<file path="config.mk">
export PLATFORM = sky130hd
export DESIGN_NAME = dcw_decoder
export DESIGN_NICKNAME = d
export VERILOG_FILES = /design/src/dcw_decoder.v /design/src/dcw_sync2.v /design/src/dcw_rise.v
export VERILOG_INCLUDE_DIRS = /design/src /design/src/src
export SDC_FILE = /design/constraint.sdc
export NUM_CORES = 1
export LEC_CHECK = 0
export BUFFER_PORTS_ARGS = -buffer_cell sky130_fd_sc_hd__buf_2
export CORE_MARGIN = 2
export CORE_UTILIZATION = 36
export DETAILED_ROUTE_END_ITERATION = 7
export PLACE_DENSITY_LB_ADDON = 0.15
export SLEW_MARGIN = 25
export SYNTH_ARGS = -nofsm -noshare
export SYNTH_HDL_FRONTEND = slang
export SYNTH_SLANG_ARGS = --single-unit
</file>
<file path="constraint.sdc">
create_clock -name sys_clk_i -period 2 [get_ports sys_clk_i]
set_input_delay 0 -clock sys_clk_i [delete_from_list [all_inputs] [get_ports sys_clk_i]]
set_output_delay 0 -clock sys_clk_i [all_outputs]
set_load 0.05 [all_outputs]
</file>
<file path="src/dcw_consts.vh">
// Purpose: constants for the drive control word decoder
// Assumes: 16-bit control word, one clock domain
// Notes:   definitions only
`ifndef DCW_CONSTS_VH
`define DCW_CONSTS_VH
`define DCW_WORD_W        16
`define DCW_WORD_RESET    16'h0000
`define DCW_ADDR_W        8
`define DCW_ADDR_CMD      8'h00
`define DCW_ADDR_SPEED    8'h01
`define DCW_ADDR_STAT     8'h02
`define DCW_BIT_ON        0
`define DCW_BIT_NO_COAST  1
`define DCW_BIT_NO_QSTOP  2
`define DCW_BIT_EN_OP     3
`define DCW_BIT_EN_RAMP   4
`define DCW_BIT_EN_SETPT  6
`define DCW_BIT_FAULT_ACK 7
`define DCW_BIT_JOG       8
`define DCW_BIT_REMOTE    10
`define DCW_USED_MASK     16'h05DF
`define DCW_PROFILE_W     2
`define DCW_PROFILE_STD   2'h1
`define DCW_SRC_W         2
`define DCW_SRC_NET       2'h2
`define DCW_CTRL_W        2
`define DCW_CTRL_VF       2'h0
`define DCW_CTRL_VVW      2'h1
`endif

</file>
<file path="src/dcw_decoder.v">
// Purpose: hold and decode the drive command word from the network
// Assumes: network and local ports are same-clock logic; settings are pins
// Notes:   commands act only when the profile and source allow them
// Notes on behaviour
// - writes to read-only words change nothing
// - unused register locations read as zero
// - 16-bit command word, resets to zero
// - only the network port may write
// - decode only with standard profile selected
// - execute only when network commands drive
// - bit 0 clear stops and disables drive
// - bit 1 clear disables by coasting
// - bit 2 clear fast stops then disables
// - bit 3 enables or disables the drive
// - bit 4 clear ramps down; set enables ramp
// - bit 6 clear zeroes speed reference
// - bit 7 rising edge resets fault when faulted
// - bit 8 enables the jog function
// - bit 10 selects local or remote
// - real sources come from source settings
`timescale 1ns/1ns
`include "dcw_consts.vh"
module dcw_decoder #(
  parameter WORD_W = `DCW_WORD_W,
  parameter ADDR_W = `DCW_ADDR_W
) (
  input  wire              sys_clk_i,
  input  wire              rst_b_i,
  input  wire              ce_i,
  // network port (same clock)
  input  wire              net_wr_i,
  input  wire              net_rd_i,
  input  wire [ADDR_W-1:0] net_addr_i,
  input  wire [WORD_W-1:0] net_wdata_i,
  output reg  [WORD_W-1:0] net_rdata_o,
  output wire              net_ack_o,
  // other sources such as panel or second bus (same clock)
  input  wire              loc_wr_i,
  input  wire              loc_rd_i,
  input  wire [ADDR_W-1:0] loc_addr_i,
  input  wire [WORD_W-1:0] loc_wdata_i,
  output reg  [WORD_W-1:0] loc_rdata_o,
  output wire              loc_ack_o,
  // drive settings and state (pins)
  input  wire [1:0]        data_profile_select_i,
  input  wire [1:0]        local_remote_source_select_i,
  input  wire [1:0]        jog_source_select_i,
  input  wire [1:0]        ramp_set_select_i,
  input  wire [1:0]        motor_control_type_select_i,
  input  wire              drive_fault_i,
  // decoded drive commands
  output reg               run_permit_o,
  output reg               off_stop_o,
  output reg               coast_stop_o,
  output reg               quick_stop_o,
  output reg               drive_enable_o,
  output reg               ramp_enable_o,
  output reg               ramp_down_o,
  output reg               setpoint_enable_o,
  output reg  [WORD_W-1:0] speed_ref_o,
  output reg               reverse_o,
  output reg               fault_reset_o,
  output reg               jog_request_o,
  output reg               remote_request_o,
  output reg               local_net_cmd_o,
  output reg               remote_net_cmd_o,
  output reg               jog_net_cmd_o,
  output reg               qstop_advised_off_o,
  output reg               cmd_active_o
);

  ////////////////////////////////////////////////////////////////////////////
  // synchronise the drive settings and fault pin
  localparam SYN_W = 11;
  wire [SYN_W-1:0] syn_w;
  dcw_sync2 #(
    .W (SYN_W)
  ) u_sync (
    .sys_clk_i (sys_clk_i),
    .rst_b_i   (rst_b_i),
    .ce_i      (ce_i),
    .d_i       ({drive_fault_i, motor_control_type_select_i, ramp_set_select_i,
                 jog_source_select_i, local_remote_source_select_i, data_profile_select_i}),
    .q_o       (syn_w)
  );
  wire [1:0] profile_w = syn_w[1:0];
  wire [1:0] lr_src_w  = syn_w[3:2];
  wire [1:0] jog_src_w = syn_w[5:4];
  wire [1:0] ramp_src_w = syn_w[7:6];
  wire [1:0] ctrl_w    = syn_w[9:8];
  wire       fault_w   = syn_w[10];

  ////////////////////////////////////////////////////////////////////////////
  // command word and speed reference storage
  reg [WORD_W-1:0] cmd_q;
  reg [WORD_W-1:0] speed_q;
  wire net_cmd_wr_w = ce_i & net_wr_i & (net_addr_i == `DCW_ADDR_CMD);
  wire net_spd_wr_w = ce_i & net_wr_i & (net_addr_i == `DCW_ADDR_SPEED);

  // local writes never reach storage
  always @(posedge sys_clk_i or negedge rst_b_i)
  begin
    if (!rst_b_i)
    begin
      cmd_q   <= `DCW_WORD_RESET;
      speed_q <= {WORD_W{1'b0}};
    end
    else
    begin
      if (net_cmd_wr_w)
        cmd_q <= net_wdata_i;
      if (net_spd_wr_w)
        speed_q <= net_wdata_i;
    end
  end

  ////////////////////////////////////////////////////////////////////////////
  // gating by profile and command source
  wire profile_ok_w = (profile_w == `DCW_PROFILE_STD);
  wire lr_net_w     = (lr_src_w == `DCW_SRC_NET);
  wire jog_net_w    = (jog_src_w == `DCW_SRC_NET);
  wire ramp_net_w   = (ramp_src_w == `DCW_SRC_NET);
  wire exec_w       = profile_ok_w & (lr_net_w | jog_net_w | ramp_net_w);
  wire [WORD_W-1:0] eff_w = exec_w ? (cmd_q & `DCW_USED_MASK) : {WORD_W{1'b0}};

  ////////////////////////////////////////////////////////////////////////////
  // fault acknowledge edge
  wire ack_rise_w;
  dcw_rise u_rise (
    .sys_clk_i (sys_clk_i),
    .rst_b_i   (rst_b_i),
    .ce_i      (ce_i),
    .lvl_i     (eff_w[`DCW_BIT_FAULT_ACK]),
    .pulse_o   (ack_rise_w)
  );

  ////////////////////////////////////////////////////////////////////////////
  // status word for reads: bit0 active, bit1 profile ok, bit2 fault
  wire [WORD_W-1:0] stat_w = {{(WORD_W-3){1'b0}}, fault_w, profile_ok_w, exec_w};

  // shared read mux
  function [WORD_W-1:0] rd_mux;
    input [ADDR_W-1:0] a;
    begin
      case (a)
        `DCW_ADDR_CMD:   rd_mux = cmd_q;
        `DCW_ADDR_SPEED: rd_mux = speed_q;
        `DCW_ADDR_STAT:  rd_mux = stat_w;
        default:         rd_mux = {WORD_W{1'b0}};
      endcase
    end
  endfunction

  // registered read data, one cycle after strobe
  reg net_ack_q;
  reg loc_ack_q;
  always @(posedge sys_clk_i or negedge rst_b_i)
  begin
    if (!rst_b_i)
    begin
      net_rdata_o <= {WORD_W{1'b0}};
      loc_rdata_o <= {WORD_W{1'b0}};
      net_ack_q   <= 1'b0;
      loc_ack_q   <= 1'b0;
    end
    else if (ce_i)
    begin
      net_ack_q <= net_rd_i | net_wr_i;
      loc_ack_q <= loc_rd_i | loc_wr_i;
      if (net_rd_i)
        net_rdata_o <= rd_mux(net_addr_i);
      if (loc_rd_i)
        loc_rdata_o <= rd_mux(loc_addr_i);
    end
  end
  assign net_ack_o = net_ack_q;
  assign loc_ack_o = loc_ack_q;

  ////////////////////////////////////////////////////////////////////////////
  // decoded drive commands, registered
  always @(posedge sys_clk_i or negedge rst_b_i)
  begin
    if (!rst_b_i)
    begin
      run_permit_o        <= 1'b0;
      off_stop_o          <= 1'b0;
      coast_stop_o        <= 1'b0;
      quick_stop_o        <= 1'b0;
      drive_enable_o      <= 1'b0;
      ramp_enable_o       <= 1'b0;
      ramp_down_o         <= 1'b0;
      setpoint_enable_o   <= 1'b0;
      speed_ref_o         <= {WORD_W{1'b0}};
      reverse_o           <= 1'b0;
      fault_reset_o       <= 1'b0;
      jog_request_o       <= 1'b0;
      remote_request_o    <= 1'b0;
      local_net_cmd_o     <= 1'b0;
      remote_net_cmd_o    <= 1'b0;
      jog_net_cmd_o       <= 1'b0;
      qstop_advised_off_o <= 1'b0;
      cmd_active_o        <= 1'b0;
    end
    else if (ce_i)
    begin
      cmd_active_o      <= exec_w;
      run_permit_o      <= eff_w[`DCW_BIT_ON];
      off_stop_o        <= exec_w & ~eff_w[`DCW_BIT_ON];
      coast_stop_o      <= exec_w & ~eff_w[`DCW_BIT_NO_COAST];
      quick_stop_o      <= exec_w & ~eff_w[`DCW_BIT_NO_QSTOP];
      // enable needs every permissive bit
      drive_enable_o    <= eff_w[`DCW_BIT_EN_OP] & eff_w[`DCW_BIT_ON] &
                           eff_w[`DCW_BIT_NO_COAST] & eff_w[`DCW_BIT_NO_QSTOP];
      ramp_enable_o     <= eff_w[`DCW_BIT_EN_RAMP];
      ramp_down_o       <= exec_w & ~eff_w[`DCW_BIT_EN_RAMP];
      setpoint_enable_o <= eff_w[`DCW_BIT_EN_SETPT];
      speed_ref_o       <= eff_w[`DCW_BIT_EN_SETPT] ? speed_q : {WORD_W{1'b0}};
      reverse_o         <= eff_w[`DCW_BIT_EN_SETPT] & speed_q[WORD_W-1];
      fault_reset_o     <= ack_rise_w & fault_w;
      jog_request_o     <= eff_w[`DCW_BIT_JOG];
      remote_request_o  <= eff_w[`DCW_BIT_REMOTE];
      // which sources actually obey the network follows the settings
      local_net_cmd_o   <= exec_w & ~eff_w[`DCW_BIT_REMOTE] & lr_net_w;
      remote_net_cmd_o  <= exec_w & eff_w[`DCW_BIT_REMOTE] & lr_net_w;
      jog_net_cmd_o     <= exec_w & jog_net_w;
      qstop_advised_off_o <= (ctrl_w == `DCW_CTRL_VF) | (ctrl_w == `DCW_CTRL_VVW);
    end
  end

endmodule // dcw_decoder

</file>
<file path="src/dcw_sync2.v">
// Purpose: two-flop synchroniser for pin inputs
// Assumes: asynchronous active-low reset
// Notes:   first flop feeds only the second
`timescale 1ns/1ns
module dcw_sync2 #(
  parameter W = 1
) (
  input  wire         sys_clk_i,
  input  wire         rst_b_i,
  input  wire         ce_i,
  input  wire [W-1:0] d_i,
  output wire [W-1:0] q_o
);
  reg [W-1:0] s1_q;
  reg [W-1:0] s2_q;
  // two-stage capture
  always @(posedge sys_clk_i or negedge rst_b_i)
  begin
    if (!rst_b_i)
    begin
      s1_q <= {W{1'b0}};
      s2_q <= {W{1'b0}};
    end
    else if (ce_i)
    begin
      s1_q <= d_i;
      s2_q <= s1_q;
    end
  end
  assign q_o = s2_q;
endmodule // dcw_sync2

</file>
<file path="src/dcw_rise.v">
// Purpose: rising-edge pulse detector
// Assumes: input already synchronous
// Notes:   one pulse per low-to-high change
`timescale 1ns/1ns
module dcw_rise (
  input  wire sys_clk_i,
  input  wire rst_b_i,
  input  wire ce_i,
  input  wire lvl_i,
  output wire pulse_o
);
  reg prev_q;
  // remember last level
  always @(posedge sys_clk_i or negedge rst_b_i)
  begin
    if (!rst_b_i)
      prev_q <= 1'b0;
    else if (ce_i)
      prev_q <= lvl_i;
  end
  assign pulse_o = ce_i & lvl_i & ~prev_q;
endmodule // dcw_rise

</file>
Word-level counts from Yosys, hierarchy flattened

Cells that the tools add are included.

Flip-flop bits (word level): 122
Output and inout port bits: 67
Logic and storage cells: 76

Equality and inequality tests: 9
Multiplexer cells: 4
Bitwise operators: 31
Reductions and logical operators: 5

Operator list:

| cell                                                | count |
|---|---|
| case mux 16 bit (3 select lines)                    | 2 |
| bitwise AND 1 bit                                   | 20 |
| equality test 8 x 1 -> 1 bit, second input constant | 2 |
| equality test 8 x 2 -> 1 bit, second input constant | 2 |
| zero test 8 bit                                     | 2 |
| two-way mux 16 bit                                  | 1 |
| two-way mux 11 bit                                  | 1 |
| equality test 2 bit, second input constant          | 3 |
| NOT 1 bit                                           | 6 |
| bitwise OR 1 bit                                    | 5 |
| equality test 2 x 1 -> 1 bit, second input constant | 2 |
| AND reduction 2 bit                                 | 2 |
| zero test 2 bit                                     | 1 |

Longest topological paths before layout

Gate-level depths: netlist of run 1.

Depth in word-level cells: 8
Gate-level depth with buffers: 5
Gate-level depth less buffers: 3

By module

From an unflattened synthesis of run 1, not the netlist that was laid out.

Cell total of the unflattened synthesis: 391
Area, all modules: 5062.4 um2

By module, submodules not included:

| module      | instances | cells an instance | area an instance (um2) | sequential area each (um2) |
|---|---|---|---|---|
| dcw_decoder | 1         | 342               | 4191.5                 | 2452.4 |
| dcw_sync2   | 1         | 46                | 820.8                  | 550.5 |
| dcw_rise    | 1         | 3                 | 50.0                   | 25.0 |

Least setup slack after synthesis of run 1

No wires, ideal clock.

Kind: input port to flip-flop
From: input port net_addr_i[3]
To: register cmd_q[10]
Library setup time: 0.125 ns
Data arrival time: 1.387 ns
Setup slack: 0.488 ns
Stages: 4
Path buffers: 1
Cell sequence: or4_4 -> nor3_4 -> buf_8 -> mux2_4

Longest elaborated chain between the ends: 2

Ends and longest elaborated chain:

| item                 | RTL line          | source |
|---|---|---|
| start, declared      | dcw_decoder.v:33  | `input wire [ADDR_W-1:0] net_addr_i,` |
| zero test 8 bit      | n/a               |  |
| bitwise AND 1 bit    | dcw_decoder.v:97  | `` wire net_cmd_wr_w = ce_i & net_wr_i & (net_addr_i == `DCW_ADDR_CMD); `` |
| end signal, assigned | dcw_decoder.v:105 | `` cmd_q <= `DCW_WORD_RESET; `` |
| end signal, assigned | dcw_decoder.v:111 | `cmd_q <= net_wdata_i;` |
| end, declared        | dcw_decoder.v:95  | `reg [WORD_W-1:0] cmd_q;` |

Every way passes these cells.
A chain may end at the register's enable or synchronous reset.

Worst setup path in the final report of run 1

From: input port ce_i
To: register loc_rdata_o[5]

Longest elaborated chain between the ends: 1

Ends and longest elaborated chain:

| item                                 | RTL line          | source |
|---|---|---|
| start, declared                      | dcw_decoder.v:29  | `input wire ce_i,` |
| AND reduction 2 bit (no source line) | n/a               |  |
| end signal, assigned                 | dcw_decoder.v:162 | `loc_rdata_o <= {WORD_W{1'b0}};` |
| end signal, assigned                 | dcw_decoder.v:173 | `loc_rdata_o <= rd_mux(loc_addr_i);` |
| end, declared                        | dcw_decoder.v:42  | `output reg [WORD_W-1:0] loc_rdata_o,` |

Every way passes these cells.

==> flow_summary.html, run 1 <==
<table>
<tr><th>Metric</th><th>Value</th></tr>
<tr><th colspan="2">Clock network</th></tr>
<tr><td>CTS buffer count</td><td>17</td></tr>
<tr><td>Clock transition time at the flip-flop clock pins of the worst setup and hold paths</td><td>0.06 ns</td></tr>
<tr><td>CTS tree</td><td>built</td></tr>
<tr><td>Clock Root Buffer</td><td>clkbuf_16</td></tr>
<tr><td>Latest clock arrival within the worst-skew pair</td><td>0.41 ns</td></tr>
<tr><td>H-tree lvl count</td><td>4</td></tr>
<tr><td>Number of clock sinks</td><td>119</td></tr>
<tr><td>Maximum root-to-sink buffer count</td><td>2</td></tr>
<tr><th colspan="2">Cells and area</th></tr>
<tr><td>Highest-count cells in the layout ignoring fill and taps</td><td>119 x dfrtp_1, 114 x buf_2, 49 x nand2_1, 44 x mux2_2, 42 x dlygate4sd3_1</td></tr>
<tr><td>Final std cell area, no fill</td><td>6880 µm²</td></tr>
<tr><td>Proportion of layout cells with a drive suffix above 1</td><td>39.1%</td></tr>
<tr><td>Non-Filler Instances</td><td>745</td></tr>
<tr><td>Area growth from synthesis to layout</td><td>38.3%</td></tr>
<tr><td>Leading cell type in the layout, fill and taps excluded</td><td>dfrtp_1</td></tr>
<tr><td>Final nets</td><td>622</td></tr>
<tr><td>Reg area</td><td>2980 µm²</td></tr>
<tr><td>Multi-input logic area</td><td>1870 µm²</td></tr>
<tr><td>Number of filler cells placed in the layout</td><td>1188</td></tr>
<tr><th colspan="2">Synth</th></tr>
<tr><td>Number of storage elements in the synthesis netlist</td><td>119</td></tr>
<tr><td>Yosys warning total</td><td>0</td></tr>
<tr><td>Number of cells produced by synthesis</td><td>385</td></tr>
<tr><td>Cell area after synthesis</td><td>4970 µm²</td></tr>
<tr><td>Average cell area after synthesis</td><td>12.9 µm²</td></tr>
<tr><td>Net count after synthesis</td><td>451</td></tr>
<tr><td>Sequential-to-total area share from yosys stat</td><td>59.9%</td></tr>
<tr><td>Number of distinct library cells after synthesis</td><td>40</td></tr>
<tr><th colspan="2">Timing</th></tr>
<tr><td>Clock tree skew after final layout</td><td>0.00801 ns</td></tr>
<tr><td>Max-slew violation total from the final report</td><td>0</td></tr>
<tr><td>Shortest clock period the worst path allows after layout</td><td>1.88 ns</td></tr>
<tr><td>Number of failing hold endpoints at the final stage</td><td>0</td></tr>
<tr><td>RSZ-0062 raised after global routing</td><td>false</td></tr>
<tr><td>Worst Max-Slew Pin Slew</td><td>0.707 ns</td></tr>
<tr><td>Share of the cycle needed by the critical path after routing</td><td>94.2%</td></tr>
<tr><td>Sum Neg Setup Slack</td><td>0 ns</td></tr>
<tr><td>Slew HR</td><td>52.8%</td></tr>
<tr><td>Fmax</td><td>531 MHz</td></tr>
<tr><td>Setup violation total in the final timing report</td><td>0</td></tr>
<tr><td>Minimum hold slack</td><td>0.0322 ns</td></tr>
<tr><th colspan="2">Detailed routing</th></tr>
<tr><td>Avg Vias per Cell</td><td>4.88</td></tr>
<tr><td>Drt pass-1 iters</td><td>4</td></tr>
<tr><td>Average wire per cell in the routed design</td><td>17.7 µm</td></tr>
<tr><td>Drt drc</td><td>0</td></tr>
<tr><td>Count of antenna-violating nets left after detailed routing</td><td>0</td></tr>
<tr><td>WL final</td><td>13200 µm</td></tr>
<tr><td>Violation count after the first detailed-routing iteration</td><td>138</td></tr>
<tr><td>Total via count in the routed design</td><td>3636</td></tr>
<tr><th colspan="2">Job</th></tr>
<tr><td>Max Cap Violations</td><td>0</td></tr>
<tr><th colspan="2">Outcome</th></tr>
<tr><td>Status</td><td>completed</td></tr>
<tr><th colspan="2">Critical path</th></tr>
<tr><td>Launching element of the worst setup path</td><td>ce_i</td></tr>
<tr><td>Reg-to-reg endpoint</td><td>speed_ref_o[8]$_DFFE_PN0P_</td></tr>
<tr><td>WP data arrival</td><td>2.18 ns</td></tr>
<tr><td>Sort of element at the start of the critical path</td><td>primary input</td></tr>
<tr><td>Destination of the critical timing path</td><td>loc_rdata_o[5]$_DFFE_PN0P_</td></tr>
<tr><td>Crit-path max FO</td><td>13</td></tr>
<tr><td>Source of the worst register-to-register timing path</td><td>u_sync.q_o[3]$_DFFE_PN0P_</td></tr>
<tr><td>R2R cell count</td><td>4</td></tr>
<tr><td>Crit path kind</td><td>primary input to register</td></tr>
<tr><td>Setup slack of the most critical reg-to-reg path</td><td>0.55 ns</td></tr>
<tr><td>Crit path required time</td><td>2.30 ns</td></tr>
<tr><td>Critical Path Sink Type</td><td>register</td></tr>
<tr><th colspan="2">Global route</th></tr>
<tr><td>Largest net degree at the start of global routing</td><td>74</td></tr>
<tr><td>Gr ovfl total</td><td>0</td></tr>
<tr><td>Global-route wire length before repair</td><td>20300 µm</td></tr>
<tr><td>Number of global-route vias before repair</td><td>3800</td></tr>
<tr><td>Gr usage total</td><td>18.6%</td></tr>
<tr><td>Antenna violations before repair</td><td>1</td></tr>
<tr><th colspan="2">Place</th></tr>
<tr><td>Post-placement cell count</td><td>671</td></tr>
<tr><td>Area after detailed placement</td><td>5830 µm²</td></tr>
<tr><td>Detail Placement HPWL</td><td>8630 µm</td></tr>
<tr><td>Port-buffer cells</td><td>115</td></tr>
<tr><td>Placer's final routability congestion estimate</td><td>0.774</td></tr>
<tr><th colspan="2">Pwr</th></tr>
<tr><td>Power per standard cell area</td><td>911 nW/µm²</td></tr>
<tr><td>IR drop worst, VDD</td><td>0.740 mV</td></tr>
<tr><td>Static leakage power</td><td>0.00343 µW</td></tr>
<tr><th colspan="2">Die</th></tr>
<tr><td>Area of the core</td><td>13300 µm²</td></tr>
<tr><td>Die Span Y</td><td>122 µm</td></tr>
<tr><td>Die area</td><td>14800 µm²</td></tr>
<tr><td>Starting utilization of the core area</td><td>37.3%</td></tr>
<tr><td>Die Span X</td><td>122 µm</td></tr>
<tr><td>Site Rows</td><td>42</td></tr>
<tr><td>Top-Level Pins</td><td>133</td></tr>
<tr><th colspan="2">Hold path</th></tr>
<tr><td>Class of the tightest hold or removal check</td><td>primary input to register</td></tr>
</table>
[metal layers]
| layer | routed length (µm) | global-route usage, % |
|---|---|---|
| met2 | 6520 | 30.4 |
| met1 | 5800 | 23.2 |
| met5 | 0 | 0 |
| met4 | 170 | 7.54 |
| met3 | 672 | 5.52 |
[cell usage after synthesis]
library cell,count,area [µm²]
nand2_1,49,184
nand4b_1,2,17.5
nor4_1,2,12.5
inv_1,3,11.3
a22o_1,18,158
a21o_1,1,7.51
a21boi_0,1,7.51
o311a_1,1,10.0
buf_1,5,18.8
dfrtp_1,119,2980
buf_6,1,11.3
nor3_4,2,32.5
o21ai_0,29,145
nand3b_1,2,15.0
o21a_1,1,7.51
mux2_4,10,150
o311ai_0,1,8.76
a211oi_1,1,7.51
nor2b_1,7,43.8
o2bb2ai_1,8,70.1
buf_8,1,15.0
a21oi_1,3,15.0
o41ai_1,1,8.76
and2_1,3,18.8
mux2i_1,29,290
nand3_1,2,10.0
buf_4,1,7.51
or4_4,1,11.3
a22oi_1,1,7.51
o211ai_1,1,7.51
nand4bb_1,1,11.3
nor4bb_1,1,10.0
or2_2,1,6.26
nand4_1,3,18.8
buf_2,3,15.0
o31ai_1,8,60.1
clkbuf_1,12,45.0
o22ai_1,1,6.26
mux2_2,44,495
nor2_1,5,18.8
[cells by family (layout without fill, tap and decap cells)]
kind of cell / count (synthesis) / count (layout) / synth area share [%]
compound gates: 76 / 76 / 10.6
buf+inv: 26 / 209 / 2.49
other cells: 0 / 1 / 0
simple gates: 81 / 81 / 8.25
mux: 83 / 83 / 18.8
flops: 119 / 119 / 59.9
[worst min-delay path by stage]
| stage | startpoint | to | slack (ns) | cells after the start |
|---|---|---|---|---|
| after detailed placement | rst_b_i | speed_ref_o[15]$_DFFE_PN0P_ | -0.19 | 1 |
| after floorplan | rst_b_i | cmd_active_o$_DFFE_PN0P_ | -0.30 | 0 |
| after CTS | net_addr_i[0] | net_rdata_o[10]$_DFFE_PN0P_ | 0.01 | 3 |
| after global routing | net_addr_i[0] | net_rdata_o[12]$_DFFE_PN0P_ | 0.05 | 3 |
| after global placement | rst_b_i | speed_ref_o[15]$_DFFE_PN0P_ | -0.19 | 1 |
| final | net_addr_i[0] | net_rdata_o[10]$_DFFE_PN0P_ | 0.03 | 3 |
[final cells by class]
type,instances,share of cell area [%]
Sequential cell,119,43.3
Multi-Input combinational cell,240,27.2
Timing Repair Buffer,175,17.0
Clock buffer,25,7.79
Tap cell,176,3.20
Clock inverter,6,1.26
Inverter,3,0.164
Antenna cell,1,0.0364
[critical path, stage by stage]
cell and delay, ns:
dlygate4sd3_1 0.53, buf_2 0.22, nor4bb_1 0.36, buf_4 0.19, nand3b_1 0.47, o21ai_0 0.41
[power by group]
| group | switching (µW) | internal [µW] | leakage, µW |
|---|---|---|---|
| combinational | 337 | 242 | 0.00152 |
| clock | 1030 | 2090 | 0.000307 |
| sequential | 62.6 | 2510 | 0.00160 |
[sequential cells by signal, summed over array words and instances, names as in the netlist, 10 cells and up]
signal and cells:
cmd_q 16, loc_rdata_o 16, net_rdata_o 16, speed_q 16, speed_ref_o 16, u_sync.q_o 10
u_sync.s1_q 10
[stage by stage]
| step | setup slack [ns] | util [%] | power (µW) |
|---|---|---|---|
| floorplan | 0.488 | - | 2890 |
| global placement | 0.316 | 43.7 | 3120 |
| detailed placement | 0.328 | 43.7 | 3130 |
| CTS | 0.126 | 51.5 | 6340 |
| global route | 0.0185 | 51.5 | 6500 |
| finish | 0.115 | 51.5 | 6260 |
[timing repair]
| action | in CTS | in global routing |
|---|---|---|
| hold endpoints to repair | 169 | 0 |
| resized for setup | 0 | 0 |
| setup endpoints to repair | 0 | 0 |
| hold buffers | 42 | 0 |
| buffers inserted | 0 | 0 |
(Power assumes the default switching activity.)
==> run 2: changes to the inputs <==
--- a/config.mk
+++ b/config.mk
@@ -8,8 +8,10 @@
 export LEC_CHECK = 0
 export BUFFER_PORTS_ARGS = -buffer_cell sky130_fd_sc_hd__buf_2
 export CORE_MARGIN = 2
-export CORE_UTILIZATION = 36
+export CORE_UTILIZATION = 52
 export DETAILED_ROUTE_END_ITERATION = 7
+export GPL_TIMING_DRIVEN = 0
+export MAX_ROUTING_LAYER = met4
 export PLACE_DENSITY_LB_ADDON = 0.15
 export SLEW_MARGIN = 25
 export SYNTH_ARGS = -nofsm -noshare
==> flow_summary.html, run 2 (synthesis gave the netlist of run 1 again) <==
<table>
<tr><th>Metric</th><th>Value</th></tr>
<tr><th colspan="2">Detailed routing</th></tr>
<tr><td>Violation count after the first detailed-routing iteration</td><td>177 (+28%)</td></tr>
<tr><td>Drt drc</td><td>0 (unchanged)</td></tr>
<tr><td>WL final</td><td>13000 µm (-1.4%)</td></tr>
<tr><td>Avg Vias per Cell</td><td>5.40 (+11%)</td></tr>
<tr><td>Drt pass-1 iters</td><td>5 (+1)</td></tr>
<tr><td>Total via count in the routed design</td><td>3817 (+5.0%)</td></tr>
<tr><td>Average wire per cell in the routed design</td><td>18.4 µm (+3.9%)</td></tr>
<tr><td>Count of antenna-violating nets left after detailed routing</td><td>0 (unchanged)</td></tr>
<tr><th colspan="2">Critical path</th></tr>
<tr><td>Crit path required time</td><td>2.39 ns (+0.09 ns)</td></tr>
<tr><td>Crit path kind</td><td>primary input to register</td></tr>
<tr><td>CP max stage delay</td><td>0.54 ns (about the same)</td></tr>
<tr><td>Crit-path max FO</td><td>10 (-3)</td></tr>
<tr><td>Library cell contributing the largest single delay on the critical path</td><td>dlygate4sd3_1</td></tr>
<tr><td>Sort of element at the start of the critical path</td><td>primary input</td></tr>
<tr><td>WP data arrival</td><td>2.29 ns (+0.11 ns)</td></tr>
<tr><td>Setup slack of the most critical reg-to-reg path</td><td>0.20 ns (-0.35 ns)</td></tr>
<tr><td>Critical path, cell by cell</td><td>dlygate4sd3_1 -&gt; buf_2 -&gt; buf_1 -&gt; nand4b_1 -&gt; nor3_4 -&gt; buf_6 -&gt; mux2_2</td></tr>
<tr><td>Critical Path Sink Type</td><td>register</td></tr>
<tr><th colspan="2">Die</th></tr>
<tr><td>Die Span X</td><td>102 µm (-16%)</td></tr>
<tr><td>Top-Level Pins</td><td>133 (unchanged)</td></tr>
<tr><td>Site Rows</td><td>35 (-17%)</td></tr>
<tr><td>Starting utilization of the core area</td><td>53.8% (+17 points)</td></tr>
<tr><td>Area of the core</td><td>9240 µm² (-31%)</td></tr>
<tr><td>Die area</td><td>10400 µm² (-30%)</td></tr>
<tr><td>Die Span Y</td><td>102 µm (-16%)</td></tr>
<tr><th colspan="2">Timing</th></tr>
<tr><td>Minimum hold slack</td><td>0.0270 ns (-0.00514 ns)</td></tr>
<tr><td>Final setup margin</td><td>0.105 ns (-0.0106 ns)</td></tr>
<tr><td>Slew HR</td><td>40.4% (-12 points)</td></tr>
<tr><td>Share of the cycle needed by the critical path after routing</td><td>94.8% (+0.53 points)</td></tr>
<tr><td>Shortest clock period the worst path allows after layout</td><td>1.90 ns (+0.0106 ns)</td></tr>
<tr><td>Number of failing hold endpoints at the final stage</td><td>0 (unchanged)</td></tr>
<tr><td>RSZ-0062 raised after global routing</td><td>false</td></tr>
<tr><td>Clock tree skew after final layout</td><td>0.00617 ns (-0.00183 ns)</td></tr>
<tr><td>Sum Neg Setup Slack</td><td>0 ns (unchanged)</td></tr>
<tr><td>Worst Max-Slew Pin Slew</td><td>0.894 ns (+0.187 ns)</td></tr>
<tr><td>Max-slew violation total from the final report</td><td>0 (unchanged)</td></tr>
<tr><td>Setup violation total in the final timing report</td><td>0 (unchanged)</td></tr>
<tr><td>Fmax</td><td>528 MHz (-0.56%)</td></tr>
<tr><th colspan="2">Pwr</th></tr>
<tr><td>Power per standard cell area</td><td>894 nW/µm² (-1.9%)</td></tr>
<tr><td>IR drop worst, VDD</td><td>0.639 mV (-14%)</td></tr>
<tr><td>Static leakage power</td><td>0.00338 µW (-1.5%)</td></tr>
<tr><th colspan="2">Cells and area</th></tr>
<tr><td>ANT cells</td><td>0 (-1)</td></tr>
<tr><td>Area growth from synthesis to layout</td><td>36.4%</td></tr>
<tr><td>Multi-input logic area</td><td>1870 µm² (unchanged)</td></tr>
<tr><td>Final nets</td><td>631 (+1.4%)</td></tr>
<tr><td>Number of filler cells placed in the layout</td><td>634 (-47%)</td></tr>
<tr><td>Reg area</td><td>2980 µm² (unchanged)</td></tr>
<tr><td>Highest-count cells in the layout ignoring fill and taps</td><td>119 x dfrtp_1, 115 x buf_2, 49 x nand2_1, 48 x dlygate4sd3_1, 44 x mux2_2</td></tr>
<tr><td>Leading cell type in the layout, fill and taps excluded</td><td>dfrtp_1</td></tr>
<tr><td>Proportion of layout cells with a drive suffix above 1</td><td>36.2% (-2.9 points)</td></tr>
<tr><th colspan="2">Clock network</th></tr>
<tr><td>Number of clock sinks</td><td>119 (unchanged)</td></tr>
<tr><td>CTS tree</td><td>built</td></tr>
<tr><td>H-tree lvl count</td><td>4 (unchanged)</td></tr>
<tr><td>Clock transition time at the flip-flop clock pins of the worst setup and hold paths</td><td>0.06 ns (about the same)</td></tr>
<tr><td>CTS buffer count</td><td>17 (unchanged)</td></tr>
<tr><td>Post-CTS setup buffers</td><td>0 (unchanged)</td></tr>
<tr><td>Cts repair resizes</td><td>0 (unchanged)</td></tr>
<tr><td>Clock Root Buffer</td><td>clkbuf_8</td></tr>
<tr><td>Maximum root-to-sink buffer count</td><td>2 (unchanged)</td></tr>
<tr><td>Latest clock arrival within the worst-skew pair</td><td>0.51 ns (+0.10 ns)</td></tr>
<tr><th colspan="2">Job</th></tr>
<tr><td>Max Cap Violations</td><td>0 (unchanged)</td></tr>
<tr><th colspan="2">Outcome</th></tr>
<tr><td>Status</td><td>completed</td></tr>
<tr><th colspan="2">Global route</th></tr>
<tr><td>Number of global-route vias before repair</td><td>3814 (+0.37%)</td></tr>
<tr><td>Antenna violations before repair</td><td>0 (-1)</td></tr>
<tr><td>Gr ovfl total</td><td>0 (unchanged)</td></tr>
<tr><td>Gr usage total</td><td>27.0% (+8.4 points)</td></tr>
<tr><td>Largest net degree at the start of global routing</td><td>62 (-16%)</td></tr>
<tr><td>Global-route wire length before repair</td><td>20000 µm (-1.6%)</td></tr>
<tr><th colspan="2">Place</th></tr>
<tr><td>Setup Slack @ Placement</td><td>-0.0182 ns (-0.346 ns)</td></tr>
<tr><td>Detail Placement HPWL</td><td>8530 µm (-1.2%)</td></tr>
<tr><td>Port-buffer cells</td><td>113 (-1.7%)</td></tr>
<tr><td>Placer's final routability congestion estimate</td><td>0.877 (+13%)</td></tr>
<tr><th colspan="2">Hold path</th></tr>
<tr><td>Class of the tightest hold or removal check</td><td>primary input to async pin</td></tr>
</table>
## run 2: worst max-delay path, delay by kind of cell
kind / cells / cell delay (ns)
multiplexers: 1 / 0.35
AND/OR/NAND/NOR: 2 / 0.62
buffers and inverters: 4 / 1.31
## run 2: layout make-up
cell class,instances,area share (%)
flip-flops and latches,119,43.9
multi-input cells,240,27.6
repair buffers,162,15.9
clock buffers,20,6.56
well taps,129,2.38
clock inverters,12,1.88
plain buffers,22,1.60
inverters,3,0.166
## run 2: worst paths after layout
kind	to	depth (start not counted)	from
worst max-delay path	speed_q[6]$_DFFE_PN0P_	7	ce_i
max in group asynchronous	speed_ref_o[10]$_DFFE_PN0P_	3	rst_b_i
worst max register to register	loc_rdata_o[0]$_DFFE_PN0P_	4	u_sync.q_o[3]$_DFFE_PN0P_
worst min-delay path	speed_ref_o[1]$_DFFE_PN0P_	2	rst_b_i
worst min register to register	qstop_advised_off_o$_DFFE_PN0P_	1	u_sync.q_o[9]$_DFFE_PN0P_
min in group sys_clk_i	loc_rdata_o[12]$_DFFE_PN0P_	4	loc_addr_i[3]
## run 2: repair_timing
action / 4_1_cts / 5_1_grt
endpoints found under the setup margin: 9 / 0
hold endpoints to repair: 175 / 0
hold buffers: 48 / 0
## run 2: report_power, final
part	internal (µW)	switching, µW
combinational	233	340
clock	1830	1090
sequential	2500	63.4
## run 2: metal layers
metal	global-route usage, %	share of wire [%]	vias up
li1	-	-	1758
met1	34.4	43	1895
met2	43.5	50	144
met3	6.50	5.6	20
met4	7.69	1.7	0
met5	-	0	-
## run 2: per-stage QoR
step / power [µW] / area, µm² / util, % / std cells
6_report: 6060 / 6790 / 73.4 / 707
5_1_grt: 6260 / 6790 / 73.4 / 707
4_1_cts: 6080 / 6790 / 73.4 / 707
3_5_place_dp: 3110 / 5740 / 62.1 / 628
3_3_place_gp: 3090 / 5700 / 61.7 / 627
2_1_floorplan: 2890 / 4970 / - / 385
==> run 3: changes to the inputs <==
--- a/config.mk
+++ b/config.mk
@@ -6,9 +6,11 @@
 export SDC_FILE = /design/constraint.sdc
 export NUM_CORES = 1
 export LEC_CHECK = 0
+export ABC_AREA = 1
 export BUFFER_PORTS_ARGS = -buffer_cell sky130_fd_sc_hd__buf_2
 export CORE_MARGIN = 2
-export CORE_UTILIZATION = 52
+export CORE_UTILIZATION = 55
+export CTS_BUF_LIST = sky130_fd_sc_hd__clkbuf_2
 export DETAILED_ROUTE_END_ITERATION = 7
 export GPL_TIMING_DRIVEN = 0
 export MAX_ROUTING_LAYER = met4
==> flow_summary.html, run 3 <==
<table>
<tr><th>Metric</th><th>Value</th></tr>
<tr><th colspan="2">Clock network</th></tr>
<tr><td>CTS buffer count</td><td>17 (unchanged)</td></tr>
<tr><td>Number of clock sinks</td><td>119 (unchanged)</td></tr>
<tr><td>Latest clock arrival within the worst-skew pair</td><td>0.67 ns (+0.16 ns)</td></tr>
<tr><td>Clock transition time at the flip-flop clock pins of the worst setup and hold paths</td><td>0.19 ns (+0.13 ns)</td></tr>
<tr><td>H-tree lvl count</td><td>4 (unchanged)</td></tr>
<tr><td>Clock Root Buffer</td><td>clkbuf_2</td></tr>
<tr><td>CTS tree</td><td>built</td></tr>
<tr><td>Maximum root-to-sink buffer count</td><td>2 (unchanged)</td></tr>
<tr><th colspan="2">Global route</th></tr>
<tr><td>Number of global-route vias before repair</td><td>5019 (+32%)</td></tr>
<tr><td>Largest net degree at the start of global routing</td><td>70 (+13%)</td></tr>
<tr><td>Antenna violations before repair</td><td>1 (+1)</td></tr>
<tr><td>Gr usage total</td><td>31.8% (+4.8 points)</td></tr>
<tr><td>Global-route wire length before repair</td><td>24500 µm (+22%)</td></tr>
<tr><td>Gr ovfl total</td><td>0 (unchanged)</td></tr>
<tr><th colspan="2">Place</th></tr>
<tr><td>Port-buffer cells</td><td>114 (+0.88%)</td></tr>
<tr><td>Area after detailed placement</td><td>6080 µm² (+5.9%)</td></tr>
<tr><td>Setup Slack @ Placement</td><td>0.621 ns (+0.639 ns)</td></tr>
<tr><td>Detail Placement HPWL</td><td>9430 µm (+11%)</td></tr>
<tr><td>Post-placement cell count</td><td>840 (+34%)</td></tr>
<tr><td>Placer's final routability congestion estimate</td><td>0.868 (-0.99%)</td></tr>
<tr><th colspan="2">Synth</th></tr>
<tr><td>Cell area after synthesis</td><td>5310 µm² (+6.7%)</td></tr>
<tr><td>Number of cells produced by synthesis</td><td>596 (+55%)</td></tr>
<tr><td>Yosys warning total</td><td>0 (unchanged)</td></tr>
<tr><td>Net count after synthesis</td><td>662 (+47%)</td></tr>
<tr><td>Most frequently used cell type in the post-synthesis netlist</td><td>nand2_1</td></tr>
<tr><td>Dominant synthesized flop cell</td><td>dfrtp_1</td></tr>
<tr><td>Most area-consuming cells after synthesis</td><td>dfrtp_1 56%, nand2_1 18%, o21ai_2 5.8%</td></tr>
<tr><td>Fraction of registers with async set or reset after synthesis</td><td>100% (unchanged)</td></tr>
<tr><td>Share of the synthesized area in the top cell type</td><td>56.1% (-3.8 points)</td></tr>
<tr><td>Number of distinct library cells after synthesis</td><td>22 (-45%)</td></tr>
<tr><td>Average cell area after synthesis</td><td>8.91 µm² (-31%)</td></tr>
<tr><td>Sequential-to-total area share from yosys stat</td><td>56.1% (-3.8 points)</td></tr>
<tr><td>Most instantiated cells after synthesis</td><td>250 x nand2_1, 119 x dfrtp_1, 46 x inv_1, 38 x o21ai_0, 35 x o21ai_2</td></tr>
<tr><td>EDFF count, synth</td><td>0 (unchanged)</td></tr>
<tr><td>Cell type with the largest total area after synthesis</td><td>dfrtp_1</td></tr>
<tr><td>Number of storage elements in the synthesis netlist</td><td>119 (unchanged)</td></tr>
<tr><th colspan="2">Timing</th></tr>
<tr><td>Number of failing hold endpoints at the final stage</td><td>0 (unchanged)</td></tr>
<tr><td>Slew HR</td><td>67.1% (+27 points)</td></tr>
<tr><td>Share of the cycle needed by the critical path after routing</td><td>98.3% (+3.6 points)</td></tr>
<tr><td>Fmax</td><td>508 MHz (-3.6%)</td></tr>
<tr><td>Worst Max-Slew Pin Slew</td><td>0.494 ns (-0.400 ns)</td></tr>
<tr><td>Setup violation total in the final timing report</td><td>0 (unchanged)</td></tr>
<tr><td>Minimum hold slack</td><td>0.114 ns (+0.0867 ns)</td></tr>
<tr><td>Clock tree skew after final layout</td><td>0.0259 ns (+0.0197 ns)</td></tr>
<tr><td>Final setup margin</td><td>0.0331 ns (-0.0716 ns)</td></tr>
<tr><td>Shortest clock period the worst path allows after layout</td><td>1.97 ns (+0.0716 ns)</td></tr>
<tr><td>RSZ-0062 raised after global routing</td><td>false</td></tr>
<tr><td>Max-slew violation total from the final report</td><td>0 (unchanged)</td></tr>
<tr><th colspan="2">Critical path</th></tr>
<tr><td>Crit-path max FO</td><td>10 (unchanged)</td></tr>
<tr><td>Sort of element at the start of the critical path</td><td>primary input</td></tr>
<tr><td>R2R cell count</td><td>5 (+1)</td></tr>
<tr><td>Crit path kind</td><td>primary input to register</td></tr>
<tr><td>Crit path required time</td><td>2.56 ns (+0.17 ns)</td></tr>
<tr><td>Critical Path Sink Type</td><td>register</td></tr>
<tr><td>WP data arrival</td><td>2.52 ns (+0.23 ns)</td></tr>
<tr><th colspan="2">Pwr</th></tr>
<tr><td>Net Switching</td><td>1350 µW (-9.6%)</td></tr>
<tr><td>Seq pwr share</td><td>51.9% (+9.6 points)</td></tr>
<tr><td>Static leakage power</td><td>0.00399 µW (+18%)</td></tr>
<tr><td>Share of total power in combinational logic</td><td>12.3% (+2.9 points)</td></tr>
<tr><td>IR drop worst, VDD</td><td>0.378 mV (-41%)</td></tr>
<tr><td>Cell-internal power</td><td>3540 µW (-22%)</td></tr>
<tr><td>Power per standard cell area</td><td>666 nW/µm² (-25%)</td></tr>
<tr><td>Switching share of total power</td><td>27.6% (+2.9 points)</td></tr>
<tr><td>Share of total power in the clock network</td><td>35.8% (-12 points)</td></tr>
<tr><th colspan="2">Hold path</th></tr>
<tr><td>Class of the tightest hold or removal check</td><td>primary input to register</td></tr>
<tr><td>Min-Delay Path Depth</td><td>4</td></tr>
<tr><th colspan="2">Detailed routing</th></tr>
<tr><td>WL final</td><td>15400 µm (+18%)</td></tr>
<tr><td>Average wire per cell in the routed design</td><td>15.8 µm (-14%)</td></tr>
<tr><td>Violation count after the first detailed-routing iteration</td><td>385 (+120%)</td></tr>
<tr><td>Count of antenna-violating nets left after detailed routing</td><td>0 (unchanged)</td></tr>
<tr><td>Avg Vias per Cell</td><td>5.24 (-3.0%)</td></tr>
<tr><td>Drt pass-1 iters</td><td>5 (unchanged)</td></tr>
<tr><td>Drt drc</td><td>0 (unchanged)</td></tr>
<tr><td>Total via count in the routed design</td><td>5080 (+33%)</td></tr>
<tr><th colspan="2">Cells and area</th></tr>
<tr><td>Leading cell type in the layout, fill and taps excluded</td><td>nand2_1</td></tr>
<tr><td>Final nets</td><td>894 (+42%)</td></tr>
<tr><td>Area growth from synthesis to layout</td><td>38.5%</td></tr>
<tr><td>Number of filler cells placed in the layout</td><td>630 (-0.63%)</td></tr>
<tr><td>Fraction of the core area covered by cells at the end of the flow</td><td>79.2% (+5.8 points)</td></tr>
<tr><td>Final std cell area, no fill</td><td>7350 µm² (+8.4%)</td></tr>
<tr><td>Non-Filler Instances</td><td>970 (+37%)</td></tr>
<tr><td>Proportion of layout cells with a drive suffix above 1</td><td>28.1% (-8.1 points)</td></tr>
<tr><td>Highest-count cells in the layout ignoring fill and taps</td><td>249 x nand2_1, 123 x buf_2, 119 x dfrtp_1, 94 x dlygate4sd3_1, 46 x inv_1</td></tr>
<tr><th colspan="2">Die</th></tr>
<tr><td>Die Span Y</td><td>102 µm (+0.44%)</td></tr>
<tr><td>Area of the core</td><td>9280 µm² (+0.47%)</td></tr>
<tr><td>Die area</td><td>10500 µm² (+0.89%)</td></tr>
<tr><td>Starting utilization of the core area</td><td>57.2% (+3.4 points)</td></tr>
<tr><td>Top-Level Pins</td><td>133 (unchanged)</td></tr>
<tr><td>Die Span X</td><td>102 µm (+0.44%)</td></tr>
<tr><td>Site Rows</td><td>35 (unchanged)</td></tr>
<tr><th colspan="2">Job</th></tr>
<tr><td>Max Cap Violations</td><td>0 (unchanged)</td></tr>
<tr><th colspan="2">Outcome</th></tr>
<tr><td>Status</td><td>completed</td></tr>
</table>
-- run 3: changes by cell type after synthesis, sizes merged, moves of 7 or more --
cell,previous run,this run
mux2i,29,0
a22o,18,0
nor2,5,17
o31ai,8,0
nand2,49,260
nand3,2,23
inv,3,52
buf,11,22
nor2b,7,0
o2bb2ai,8,0
o21ai,29,99
mux2,54,0
clkbuf,12,3
-- run 3: final cells by class --
| type | instances | area (µm²) | share of cell area (%) |
|---|---|---|---|
| antenna | 1 | 2.50 | 0.0340 |
| timing repair buffer | 213 | 1600 | 21.8 |
| multi-input combinational | 399 | 1950 | 26.5 |
| inverter | 53 | 204 | 2.77 |
| buffer | 25 | 189 | 2.57 |
| clock inverter | 13 | 180 | 2.45 |
| tap | 129 | 161 | 2.20 |
| sequential | 119 | 2980 | 40.5 |
| clock buffer | 18 | 90.1 | 1.23 |
-- run 3: cells by family after synthesis --
group / share of synthesized area, %
flops: 56.1
buf+inv: 7.35
simple gates: 24.8
compound gates: 11.8
-- run 3: worst max-delay path, cell delays in order --
cell and delay (ns):
dlygate4sd3_1 0.57, buf_4 0.18, nand2_1 0.08, dlygate4sd3_1 0.61, inv_2 0.13, nand2_4 0.09
buf_6 0.16, nand2_1 0.08, o21ai_2 0.06, dlygate4sd3_1 0.56
-- run 3: power by group through the flow --
stage               sequential (µW)  clock, µW  combinational [µW]
floorplan                      2640          0                 185
global placement               2580          0                 424
detailed placement             2580          0                 442
CTS                            2530       1760                 584
global route                   2550       1850                 654
finish                         2540       1750                 603
-- run 3: worst paths after layout --
check / startpoint / endpoint / slack (ns)
max: ce_i / cmd_q[4]$_DFFE_PN0P_ / 0.03
min: net_wdata_i[12] / speed_q[12]$_DFFE_PN0P_ / 0.11
max reg2reg: speed_q[13]$_DFFE_PN0P_ / loc_rdata_o[13]$_DFFE_PN0P_ / 0.44
min reg2reg: net_rdata_o[13]$_DFFE_PN0P_ / net_rdata_o[13]$_DFFE_PN0P_ / 0.49
max in group asynchronous: rst_b_i / speed_q[6]$_DFFE_PN0P_ / 1.30
min in group asynchronous: rst_b_i / u_sync.q_o[4]$_DFFE_PN0P_ / 0.38
-- run 3: repair_timing --
item                                   in CTS  in global routing
endpoints found under the hold margin     233                 21
setup endpoints to repair                   0                 38
resized for setup                           0                  5
hold buffers                               98                  2
setup buffers                               0                  2
-- run 3: metrics by stage --
stage          total power (µW)  TNS (ns)
2_1_floorplan              2820         0
3_3_place_gp               3000    -52.43
3_5_place_dp               3020         0
4_1_cts                    4880         0
5_1_grt                    5050         0
6_report                   4900         0
-- run 3: metal layers --
metal | up-vias | track usage [%] | part of all wire (%)
met5 | - | - | 0
met4 | 0 | 13.1 | 2.7
met3 | 39 | 5.61 | 7.4
met2 | 245 | 49.5 | 49
met1 | 2465 | 41.7 | 41
li1 | 2331 | - | -
